$ cat src/core/cfl_pkg.sv
// Purpose: Constants for the chassis fan, lamp and power supervisor
// Assumes: 10 MHz clock, APB register access
// Notes: Temperatures in whole degrees C, fan level 0..255 (255 = 100%)
package cfl_pkg;
  localparam int unsigned CLK_HZ = 10_000_000;
  localparam int unsigned TEMP_W = 8;
  localparam int unsigned LVL_W = 8;
  localparam int unsigned NCURVE = 16;
  localparam logic [3:0] CURVE_RST = 4'h5;
  localparam logic [7:0] LVL_FULL = 8'hFF;
  localparam logic [7:0] HOT_LIMIT_C = 8'd55;
  localparam int unsigned FAULT_TIME_MS = 1000;
  localparam int unsigned FAULT_CYC = CLK_HZ / 1000 * FAULT_TIME_MS;
  localparam int unsigned BLINK_TIME_MS = 500;
  localparam int unsigned BLINK_CYC = CLK_HZ / 1000 * BLINK_TIME_MS;
  localparam int unsigned CNT_W = 32;
  // Register byte offsets
  localparam logic [7:0] REG_CTRL = 8'h00;
  localparam logic [7:0] REG_MANLVL = 8'h04;
  localparam logic [7:0] REG_STATUS = 8'h08;
  localparam logic [7:0] REG_TEMP = 8'h0C;
  // Control fields
  localparam int unsigned CTRL_CURVE_LSB = 0;
  localparam int unsigned CTRL_MAN_BIT = 4;
  localparam logic [7:0] MANLVL_RST = 8'h80;
  typedef enum logic [1:0] {CFL_FAN_CURVE, CFL_FAN_MANUAL, CFL_FAN_FULL} cfl_fan_mode_t;
endpackage

$ cat src/core/cfl_chassis_ctrl.sv
// Purpose: Fan level, front lamp and supply gating supervisor
// Assumes: All inputs synchronous and debounced, i_clk 10 MHz
// Notes: Curves are a fixed linear formula; level scales with temperature
`timescale 1ns/1ns
module cfl_chassis_ctrl #(
  parameter int unsigned FAULT_CYCLES = cfl_pkg::FAULT_CYC,
  parameter int unsigned BLINK_CYCLES = cfl_pkg::BLINK_CYC
) (
  input wire logic i_clk,
  input wire logic i_rst,
  input wire logic i_psel,
  input wire logic i_penable,
  input wire logic i_pwrite,
  input wire logic [7:0] i_paddr,
  input wire logic [31:0] i_pwdata,
  output logic [31:0] o_prdata,
  output logic o_pready,
  output logic o_pslverr,
  input wire logic [cfl_pkg::TEMP_W-1:0] i_temp_a,
  input wire logic [cfl_pkg::TEMP_W-1:0] i_temp_b,
  input wire logic [cfl_pkg::TEMP_W-1:0] i_intake_temp,
  input wire logic i_fan_full_sw,
  input wire logic i_fan_fail,
  input wire logic i_volt_out_of_tol,
  input wire logic i_mains_ok,
  input wire logic i_mains_auto_on_mode,
  input wire logic i_button,
  input wire logic i_holdoff_n,
  output logic [cfl_pkg::LVL_W-1:0] o_fan_level,
  output logic o_supply_en,
  output logic o_status_indicator_out,
  output logic o_fault_indicator_out
);
  import cfl_pkg::*;

  typedef struct packed {
    logic [3:0] curve;
    logic mains_auto_on_mode;
    logic [7:0] man_lvl;
    logic [7:0] fan_lvl;
    logic [31:0] rdata;
    logic btn_d;
    logic btn_on;
    logic latched_off;
    logic [CNT_W-1:0] fault_cnt;
    logic [CNT_W-1:0] blink_cnt;
    logic blink;
    logic wt;
    logic rd;
  } cfl_state_t;

  cfl_state_t s_r, s_nxt;
  logic [7:0] hot;
  logic [7:0] curve_lvl;
  logic [8:0] prod;
  cfl_fan_mode_t mode;
  logic wr_acc, rd_acc, addr_ok, on_now;

  assign hot = (i_temp_a > i_temp_b) ? i_temp_a : i_temp_b;
  // Curve n: 30% floor plus slope; higher curves spin harder at same temperature
  assign prod = 9'(({1'b0, hot} >> 1) + 9'(s_r.curve) * 9'd8 + 9'd76);
  assign curve_lvl = prod[8] ? LVL_FULL : prod[7:0];
  assign mode = i_fan_full_sw ? CFL_FAN_FULL : (s_r.mains_auto_on_mode ? CFL_FAN_MANUAL : CFL_FAN_CURVE);

  assign addr_ok = (i_paddr == REG_CTRL) || (i_paddr == REG_MANLVL) ||
                   (i_paddr == REG_STATUS) || (i_paddr == REG_TEMP);
  assign wr_acc = i_psel && i_penable && i_pwrite;
  assign rd_acc = i_psel && !i_penable && !i_pwrite;
  // Supply is off while hold-off grounded, combinationally, so drop is immediate
  assign on_now = i_mains_ok && i_holdoff_n && !s_r.latched_off &&
                  (i_mains_auto_on_mode || s_r.btn_on);

  always_comb begin
    s_nxt = s_r;
    s_nxt.btn_d = i_button;
    if (wr_acc && i_paddr == REG_CTRL) begin
      s_nxt.curve = i_pwdata[CTRL_CURVE_LSB +: 4];
      s_nxt.mains_auto_on_mode = i_pwdata[CTRL_MAN_BIT];
    end
    if (wr_acc && i_paddr == REG_MANLVL) begin
      s_nxt.man_lvl = i_pwdata[7:0];
    end
    unique case (mode)
      CFL_FAN_FULL: s_nxt.fan_lvl = LVL_FULL;
      CFL_FAN_MANUAL: s_nxt.fan_lvl = s_r.man_lvl;
      CFL_FAN_CURVE: s_nxt.fan_lvl = curve_lvl;
    endcase
    if (i_button && !s_r.btn_d) begin
      s_nxt.btn_on = !s_r.btn_on;
      s_nxt.latched_off = 1'b0;
    end
    if (!i_mains_ok) begin
      s_nxt.btn_on = 1'b0;
      s_nxt.latched_off = 1'b0;
    end
    // Fault timer; a latched voltage trip needs a button press or mains cycle
    if (i_volt_out_of_tol && o_supply_en) begin
      if (s_r.fault_cnt >= CNT_W'(FAULT_CYCLES)) begin
        s_nxt.latched_off = 1'b1;
        s_nxt.btn_on = 1'b0;
      end else begin
        s_nxt.fault_cnt = s_r.fault_cnt + 1'b1;
      end
    end else if (!s_r.latched_off) begin
      s_nxt.fault_cnt = '0;
    end
    if (s_r.blink_cnt >= CNT_W'(BLINK_CYCLES - 1)) begin
      s_nxt.blink_cnt = '0;
      s_nxt.blink = !s_r.blink;
    end else begin
      s_nxt.blink_cnt = s_r.blink_cnt + 1'b1;
    end
    s_nxt.wt = 1'b0;
    s_nxt.rd = 1'b0;
    if (s_r.latched_off || (on_now && i_volt_out_of_tol)) begin
      s_nxt.rd = s_r.blink;
    end else if (!on_now) begin
      s_nxt.wt = 1'b0;
    end else if (i_fan_fail) begin
      s_nxt.rd = 1'b1;
    end else if (i_intake_temp > HOT_LIMIT_C) begin
      s_nxt.wt = s_r.blink;
    end else begin
      s_nxt.wt = 1'b1;
    end
    s_nxt.rdata = '0;
    if (rd_acc) begin
      unique case (i_paddr)
        REG_CTRL: s_nxt.rdata = {27'h000_0000, s_r.mains_auto_on_mode, s_r.curve};
        REG_MANLVL: s_nxt.rdata = {24'h00_0000, s_r.man_lvl};
        REG_STATUS: s_nxt.rdata = {24'h00_0000, s_r.latched_off, o_supply_en,
                                   i_fan_fail, i_volt_out_of_tol, s_r.fan_lvl[7:4]};
        REG_TEMP: s_nxt.rdata = {16'h0000, i_intake_temp, hot};
        default: s_nxt.rdata = '0;
      endcase
    end
  end

  always_ff @(posedge i_clk) begin
    if (i_rst) begin
      s_r <= '{curve: CURVE_RST, mains_auto_on_mode: 1'b0, man_lvl: MANLVL_RST, fan_lvl: LVL_FULL,
               rdata: '0, btn_d: 1'b0, btn_on: 1'b0, latched_off: 1'b0,
               fault_cnt: '0, blink_cnt: '0, blink: 1'b0, wt: 1'b0, rd: 1'b0};
    end else begin
      s_r <= s_nxt;
    end
  end

  assign o_prdata = s_r.rdata;
  assign o_pready = 1'b1;
  assign o_pslverr = i_psel && i_penable && !addr_ok;
  assign o_fan_level = s_r.fan_lvl;
  assign o_supply_en = on_now;
  assign o_status_indicator_out = s_r.wt;
  assign o_fault_indicator_out = s_r.rd;
endmodule

$ cat config.mk
export PLATFORM = sky130hd
export DESIGN_NAME = cfl_chassis_ctrl
export DESIGN_NICKNAME = d
export VERILOG_FILES = /design/src/core/cfl_pkg.sv /design/src/core/cfl_chassis_ctrl.sv
export SDC_FILE = /design/constraint.sdc
export NUM_CORES = 1
export LEC_CHECK = 0
export ABC_CLOCK_PERIOD_IN_PS = 3600
export BUFFER_PORTS_ARGS = -buffer_cell sky130_fd_sc_hd__buf_2
export CORE_MARGIN = 5
export CORE_UTILIZATION = 51
export CTS_BUF_LIST = sky130_fd_sc_hd__clkbuf_4 sky130_fd_sc_hd__clkbuf_8
export CTS_CLUSTER_SIZE = 10
export DETAILED_ROUTE_END_ITERATION = 6
export PLACE_DENSITY = 0.76
export SETUP_SLACK_MARGIN = 0.5
export SYNTH_ARGS = -nofsm -noshare
export SYNTH_HDL_FRONTEND = slang
export SYNTH_SLANG_ARGS = --single-unit
$ cat constraint.sdc
create_clock -name i_clk -period 3.6 [get_ports i_clk]
set_input_delay 0.72 -clock i_clk [delete_from_list [all_inputs] [get_ports i_clk]]
set_output_delay 0.72 -clock i_clk [all_outputs]
set_load 0.1 [all_outputs]
Word-level counts from Yosys, hierarchy flattened
Cells that the tools add are included.

storage, ports and cells
  bits in registers = 123
  input port bits = 76
  output and inout port bits = 45
  logic and storage cells = 77

cells by class
  add/sub/neg operators = 4
  order comparisons = 4
  eq/ne operators = 7
  mux-type cells = 17
  bitwise logic cells = 2
  reduce and logical (&&, ||, !) cells = 30

operator list
  kind                                                                  number
  2-to-1 mux 32 bit                                                     3
  adder 32 x 1 -> 32 bit (second input constant)                        2
  one-hot mux 16 bit (4 select lines)                                   1
  greater-or-equal comparator 32 x 23 -> 1 bit (second input constant)  1
  greater-or-equal comparator 32 x 24 -> 1 bit (second input constant)  1
  one-hot mux 8 bit (3 select lines)                                    1
  equality test 8 x 4 -> 1 bit (second input constant)                  2
  2-to-1 mux 8 bit                                                      2
  logical AND 1 bit                                                     12
  2-to-1 mux 2 bit                                                      5
  adder 8 x 7 -> 9 bit (second input constant)                          1
  adder 7 x 7 -> 8 bit                                                  1
  equality test 8 x 3 -> 1 bit (second input constant)                  1
  > comparator 8 x 6 -> 1 bit (second input constant)                   1
  > comparator 8 bit                                                    1
  zero test 8 bit                                                       1
  zero test 1 bit                                                       7
  logical OR 1 bit                                                      5
  2-to-1 mux 1 bit                                                      5
  OR reduction 2 bit                                                    2
  OR reduction 4 bit                                                    1
  equality test 2 x 1 -> 1 bit (second input constant)                  1
  equality test 2 bit (second input constant)                           1
  zero test 2 bit                                                       1
  4 further kinds                                                       5

Logic depth before layout (Yosys ltp)
Gate-level depths: netlist (run 1).

  depth in word-level cells = 6
  depth in mapped cells = 19
  mapped depth without buffers = 18

Worst setup path before layout (run 1)
OpenSTA, ideal clock, no wires.

  kind = in2reg
  start point = input port i_temp_b[4] (netlist name)
  end point = register s_r, in the netlist o_fan_level[7]
  library setup time = 117 ps
  data arrival time = 3599 ps
  data required time = 3483 ps
  setup slack = -117 ps
  stages = 19
  buffers on the path = 1
  cell sequence = inv_1 -> ha_1 -> a21oi_1 -> nand2_1 -> o21bai_1 -> a21o_1 -> clkbuf_1 -> o21ai_0 -> ha_1 -> inv_1 -> ha_1 -> inv_1 -> fa_1 -> inv_1 -> a21o_1 -> a21oi_1 -> xor2_1 -> o22ai_1 -> nand2b_1

on the way
  cells in the longest elaborated chain, start to end = 6

ends and longest elaborated chain
  what                                  line                     source
  from (decl)                           cfl_chassis_ctrl.sv:20   input wire logic [cfl_pkg::TEMP_W-1:0] i_temp_b,
  > comparator 8 bit                    cfl_chassis_ctrl.sv:59   assign hot = (i_temp_a > i_temp_b) ? i_temp_a : i_temp_b;
  2-to-1 mux 8 bit *                    cfl_chassis_ctrl.sv:59
  adder 7 x 7 -> 8 bit *                cfl_chassis_ctrl.sv:61   assign prod = 9'(({1'b0, hot} >> 1) + 9'(s_r.curve) * 9'd8 + 9'd76);
  adder 8 x 7 -> 9 bit *                cfl_chassis_ctrl.sv:61
  2-to-1 mux 8 bit *                    cfl_chassis_ctrl.sv:62   assign curve_lvl = prod[8] ? LVL_FULL : prod[7:0];
  one-hot mux 8 bit (3 select lines) *  cfl_chassis_ctrl.sv:83   unique case (mode)
  to (signal assigned)                  cfl_chassis_ctrl.sv:141  s_r <= '{curve: CURVE_RST, mains_auto_on_mode: 1'b0, man_lvl: MANLVL_RST, fan_lvl: LVL_FULL,
  to (signal assigned)                  cfl_chassis_ctrl.sv:145  s_r <= s_nxt;
  to (decl)                             cfl_chassis_ctrl.sv:52   cfl_state_t s_r, s_nxt;

Mark *: on every way between the ends. The rest lies on a longest branch, timed or not.
A chain may end at the register's enable or synchronous reset.

Worst setup path in the final report (run 1)
  start point = input port i_temp_b[3] (netlist name)
  end point = register s_r, in the netlist o_fan_level[0]

Same word-level chain as after synthesis.

==> results.json, run 1 <==
{
  "result_of_the_run": "finished, final reports clean",
  "number_of_h_tree_levels": 3,
  "final_period_minus_worst_setup_slack_ps": 3131,
  "post-route-period-util_pct": 86.96,
  "setup_viol": 0,
  "r2r_start": "s_r[61]",
  "grt_start_max_net_pins": 46,
  "detailroute.wirelength.met2_mm": 6.667,
  "timing.critical_path.from": "i_temp_b[3]",
  "peakVddDrop_uv": 239.0,
  "max-cap-violations": 0,
  "globalRouteOverflowTotal": 0,
  "syn_area_per_cell_um2": 8.506,
  "nNetsFinal": 804,
  "critical_path.endpoint_type": "register",
  "grt.total_usage_pct": 20.48,
  "cts.sinks": 107,
  "grt_setup_unrepaired": "true",
  "final_design_area_no_fill_um2": 6491,
  "startpoint_type": "input pin",
  "initial_utilization_pct": 51.96,
  "first_global_vias": 4382,
  "power.leakage_uw": 0.002618,
  "synth-edff-count": 0,
  "grt_antenna_before_repair": 1,
  "routed_wirelength_mm": 13.79,
  "synthArstFlopShare_pct": 0,
  "crit_required_ps": 3870,
  "synth.distinct_cells": 58,
  "slew_viol_final": 0,
  "dpl.hpwl_mm": 9.563,
  "holdCritPathClass": "register to register",
  "critical_path_peak_fanout": 5,
  "headroom_to_the_max_slew_limit_pct": 42.97,
  "die_y_um": 112.1,
  "worstPathArrival_ps": 3400,
  "drt-initial-drc-count": 343,
  "post_dp_cell_area_um2": 5941,
  "drt-met1-wl_mm": 5.594,
  "timing_worst_setup_path_type": "input pin to register",
  "post_synth_instance_area_um2": 5316,
  "drt-vias-per-instance": 5.504,
  "clock_tree_from_tritoncts": "done",
  "worstReg2RegEnd": "s_r[45]",
  "synth_warnings": 0,
  "total_power_uw": 2418,
  "drive_gt1_share_pct": 26.40,
  "max_freq_mhz": 319.4,
  "power_density_nw_per_um2": 372.5,
  "met3RoutedLength_um": 949,
  "clk_root_buffer_cell": "clkbuf_8",
  "cp-endpoint": "o_fan_level[0]",
  "start_point_of_the_worst_min_delay_path": "s_r[59]",
  "clockBufferDepth": 2,
  "rrSetupSlack_ps": 1280,
  "clk_pin_slew_ps": 100,
  "width_of_the_die_um": 112.1,
  "ys_ff_latch": 107,
  "grt_first_pass_wirelength_mm": 21.11,
  "top_level_ports": 121,
  "core_region_area_um2": 10230,
  "final.setup.tns_ps": 0,
  "tightest_pin_transition_ps": 855.5,
  "synth-main-ff-cell": "dfxtp_1",
  "routedWlPerCell_um": 16.25,
  "drtPass1Iterations": 5,
  "final_hold_viol_count": 0,
  "dp_cells": 811,
  "drc": 0,
  "area_growth_from_synthesis_to_layout_pct": 22.10,
  "core.rowCount": 37,
  "whs_path_depth": 1,
  "num_vias": 4673,
  "rr_worst_depth": 6,
  "synth_sequential_area_ratio_pct": 40.29,
  "worstSkewPairLatency_ps": 380,
  "synthCells": 625,
  "final_ant_viol_nets": 0,
  "dieArea_um2": 12570,
  "port_buffers": 79,
  "cts-buffers-inserted": 9,
  "final_cell_count_no_fill": 849,
  "clock_skew_ps": 13.01,
  "maxUsedRoutingLayer": "met4",
  "globalplace.congestion": 0.8620
}
how the worst min path moves through the flow:
stage and endpoint:
2_1_floorplan s_r[3], 6_report s_r[59], 4_1_cts s_r[62], 3_5_place_dp s_r[62], 3_3_place_gp s_r[3], 5_1_grt s_r[62]
cells by family (layout without fill, tap and decap cells):
family,Yosys count,after routing,synth area share (%)
AOI/OAI and AO/OA,116,116,14.47
xor gates and xnor gates,31,31,5.107
adders and majority gates,20,20,4.848
buffers and inverters,95,158,9.649
DFF,107,107,40.29
muxes,13,13,2.495
other,2,27,0.1413
and+or+nand+nor,241,241,22.99
state kept, by name, summed over array words and instances, names as in the netlist:
register / count
o_fan_level: 8
o_fault_indicator_out: 1
o_prdata: 16
o_status_indicator_out: 1
s_r: 81
layout make-up:
class	instances	area (um2)
Antenna cell	1	2.502
Clock buffer	9	123.9
Fill cell	854	3740
Timing Repair Buffer	112	752.0
Multi-Input combinational cell	447	3089
Clock inverter	6	52.55
Tap cell	136	170.2
Inverter	31	158.9
Sequential cell	107	2142
critical path, cell delays in order:
cell and delay, ps:
buf_8 80, inv_6 30, ha_4 280, nand3_4 100
or3_4 450, buf_4 170, a21oi_1 150, o21ai_1 110
o21a_1 160, ha_4 170, buf_4 130, a211oi_2 220
nor2_2 60, nor2_1 110, o21ai_2 70, buf_4 160
nor2_4 130, a21oi_1 90
per-layer routing:
metal  vias up  global-route usage (%)
met5         -                       0
met4         0                   7.612
met3        39                   4.097
met2       171                   34.96
met1      2178                   25.61
li1       2285                       -
what timing repair did:
item,4_1_cts,5_1_grt
gates resized for setup,22,39
endpoints found under the setup margin,8,9
setup buffers,13,9
hold buffers,0,0
pin swaps,10,17
power breakdown:
group	internal [uW]	total, uW	switching, uW
Clock	256	679	423
Sequential	1200	1210	7.72
Combinational	192	532	340
through the flow:
stage / hold slack, ps / setup WS (ps) / utilization [%]
floorplan: 429.7 / 247.2 / -
global placement: 441.1 / -10.70 / 58.07
detailed placement: 448.8 / -86.86 / 58.07
CTS: 479.0 / 509.8 / 61.56
global route: 488.8 / 286.0 / 63.45
finish: 475.5 / 469.3 / 63.45
synth_stat cells (2+ instances only):
library cell | number | share of area [%]
xnor2_1 | 15 | 2.5
buf_1 | 3 | 0.21
o21a_1 | 4 | 0.56
o22ai_1 | 6 | 0.71
and4_1 | 2 | 0.33
dfxtp_1 | 107 | 40
a21o_1 | 3 | 0.42
nor2_1 | 79 | 5.6
or4_1 | 3 | 0.42
nor4_1 | 5 | 0.59
xor2_1 | 16 | 2.6
buf_2 | 2 | 0.19
a22oi_1 | 4 | 0.56
o21ai_0 | 19 | 1.8
and3_1 | 14 | 1.6
o2111ai_1 | 3 | 0.49
nand2_1 | 30 | 2.1
buf_4 | 41 | 5.8
clkbuf_1 | 18 | 1.3
ha_1 | 19 | 4.5
mux2_2 | 2 | 0.42
conb_1 | 2 | 0.14
nand3_1 | 28 | 2.6
nor2b_1 | 5 | 0.59
nor3_1 | 13 | 1.2
nand4_1 | 14 | 1.6
o31ai_1 | 7 | 0.99
or3_1 | 6 | 0.71
a211o_1 | 3 | 0.49
a31oi_1 | 2 | 0.24
a21oi_1 | 26 | 2.4
a31o_2 | 2 | 0.33
a311oi_1 | 4 | 0.66
and3b_1 | 2 | 0.33
o211ai_1 | 13 | 1.8
mux2i_1 | 11 | 2.1
inv_1 | 31 | 2.2
o41ai_1 | 2 | 0.33
a211oi_1 | 10 | 1.4
nand2b_1 | 13 | 1.5
a21boi_0 | 2 | 0.28
and2_1 | 18 | 2.1
cell usage in the layout, fill, tap and decap left out, types with 4 or more instances in the layout:
cell,count
o21ai_1,4
clkinv_4,5
o211ai_1,13
dfxtp_1,107
nand2b_1,12
inv_2,6
inv_6,5
o21a_1,4
o31ai_1,7
a21oi_1,20
a311oi_1,4
nand2_1,28
nor2b_1,5
a21oi_2,4
nand3_1,26
ha_4,15
a22oi_1,4
nor2_1,76
a211oi_1,9
buf_2,66
ha_1,4
inv_1,18
conb_1,26
clkbuf_8,9
nand4_1,14
nor3_1,12
o21ai_2,4
o22ai_1,5
nor4_1,5
or3_1,5
buf_8,4
and2_1,18
mux2i_1,11
buf_6,13
o21ai_0,12
xor2_1,16
buf_4,28
xnor2_1,15
and3_1,14
Note: power is estimated with default switching activity, not from simulation.
==> inputs of run 2 (changes only) <==
- CAP_MARGIN: unset -> 15
- RECOVER_POWER: unset -> 100
==> results.json, run 2 (synthesis results as in run 1) <==
{
  "final_period_minus_worst_setup_slack_ps": 3258,
  "combinationalPowerShare_pct": 21.8,
  "drt-initial-drc-count": 301,
  "final_hold_viol_count": 0,
  "power.leakage_uw": 0.002498,
  "grt_antenna_before_repair": 1,
  "worst_hold_slack_ps": 475.1,
  "grt_start_max_net_pins": 46,
  "power_density_nw_per_um2": 374.9,
  "clk_root_buffer_cell": "clkbuf_8",
  "initial_utilization_pct": 51.96,
  "clock_skew_ps": 12.28,
  "core.rowCount": 37,
  "cts.sinks": 107,
  "holdCritPathClass": "register to register",
  "top_level_ports": 121,
  "max_freq_mhz": 306.9,
  "critical_path_peak_fanout": 5,
  "die_y_um": 112.1,
  "crit_required_ps": 3870,
  "port_buffers": 79,
  "width_of_the_die_um": 112.1,
  "dieArea_um2": 12570,
  "layout.cells.most_common_list": "107 x dfxtp_1, 77 x nor2_1, 37 x buf_2",
  "clk_pin_slew_ps": 100,
  "globalRouteOverflowTotal": 0,
  "globalplace.congestion": 0.8620,
  "nNetsFinal": 804,
  "grt.total_usage_pct": 20.48,
  "timing_worst_setup_path_type": "input pin to register",
  "dpl.hpwl_mm": 9.563,
  "num_vias": 4670,
  "core_region_area_um2": 10230,
  "grt_first_pass_wirelength_mm": 21.11,
  "p_int_uw": 1644,
  "rr_worst_depth": 6,
  "failed_checks": "max-capacitance violations, max-slew violations",
  "final.setup.tns_ps": 0,
  "tightest_pin_transition_ps": 1974,
  "largest_register_ffs": 81,
  "clock_tree_from_tritoncts": "done",
  "post-route-period-util_pct": 90.51,
  "startpoint_type": "input pin",
  "final_ant_viol_nets": 0,
  "peakVddDrop_uv": 238.0,
  "slew_viol_final": 46,
  "cts-buffers-inserted": 9,
  "whs_path_depth": 1,
  "netSwitchingPower_uw": 768.4,
  "grt_setup_unrepaired": "true",
  "power.share.sequential_pct": 50.1,
  "share_clk_of_total_power_pct": 28.1,
  "headroom_to_the_max_slew_limit_pct": -31.63,
  "first_global_vias": 4382,
  "drive_gt1_share_pct": 21.63,
  "drtPass1Iterations": 7,
  "result_of_the_run": "finished, violations left",
  "largest-register": "s_r",
  "area_growth_from_synthesis_to_layout_pct": 21.04,
  "clockBufferDepth": 2,
  "drt-vias-per-instance": 5.501,
  "cts_hold_repair.buffers": 0,
  "routedWlPerCell_um": 16.28,
  "number_of_h_tree_levels": 3,
  "critical_path.endpoint_type": "register",
  "drc": 0,
  "setup_viol": 0,
  "postLayoutSetupSlackWorst_ps": 341.6,
  "swShare_pct": 31.85,
  "max-cap-violations": 1,
  "worstSkewPairLatency_ps": 380,
  "routed_wirelength_mm": 13.82,
  "worstPathArrival_ps": 3530,
  "dp_worst_setup_slack_ps": -86.86,
  "layout.cells.most_common": "dfxtp_1",
  "final_core_util_pct": 62.90
}
==> run 2: area by class of cell <==
| cell class | instances | area, um2 |
|---|---|---|
| Sequential cell | 107 | 2142 |
| Tap cell | 136 | 170.2 |
| Clock buffer | 9 | 123.9 |
| Fill cell | 873 | 3796 |
| Inverter | 31 | 158.9 |
| Multi-Input combinational cell | 447 | 3077 |
| Timing Repair Buffer | 112 | 708.2 |
| Antenna cell | 1 | 2.502 |
| Clock inverter | 6 | 52.55 |
==> run 2: path summary, 6_finish.rpt <==
check / startpoint / end / slack [ps]
setup / recovery: i_temp_b[3] / o_fan_level[0] / 340
hold / removal: s_r[62] / s_r[62] / 480
setup reg to reg: s_r[61] / s_r[45] / 1280
hold reg to reg: s_r[62] / s_r[62] / 480
==> run 2: per-stage QoR <==
step           instances  instance area, um2  total power, uW
3_3_place_gp         811                5941             1667
6_report             849                6435             2413
3_5_place_dp         811                5941             1677
4_1_cts              839                6299             2374
2_1_floorplan        649                5700             1596
5_1_grt              849                6435             2507
==> run 2: power groups by stage <==
stage               Combinational, uW  Sequential, uW  Clock (uW)
detailed placement                443            1230           0
floorplan                         362            1230           0
CTS                               478            1210         689
global placement                  433            1230           0
finish                            527            1210         678
global route                      561            1210         736
==> run 2: routing by layer <==
metal / wire length [um] / up-vias / part of all wire, % / global-route usage, %
li1: - / 2285 / - / -
met1: 5721 / 2181 / 41 / 25.61
met2: 6714 / 161 / 49 / 34.96
met3: 789 / 43 / 5.7 / 4.097
met4: 598 / 0 / 4.3 / 7.612
met5: 0 / - / 0 / 0
==> run 2: timing repair <==
action                     4_1_cts  5_1_grt
setup buffers                   13        9
pin swaps                       10       17
gates resized for setup         22       39
gates cloned                     0        0
setup endpoints to repair        8        9
==> run 2: worst max-delay path: stages <==
cell and delay (ps):
buf_8 80, inv_6 30, ha_4 280, nand3_4 100
or3_1 520, clkbuf_1 190, a21oi_1 170, o21ai_1 110
o21a_1 160, ha_4 170, buf_4 130, a211oi_2 200
nor2_1 80, nor2_1 110, o21ai_2 70, buf_4 160
nor2_4 130, a21oi_1 100
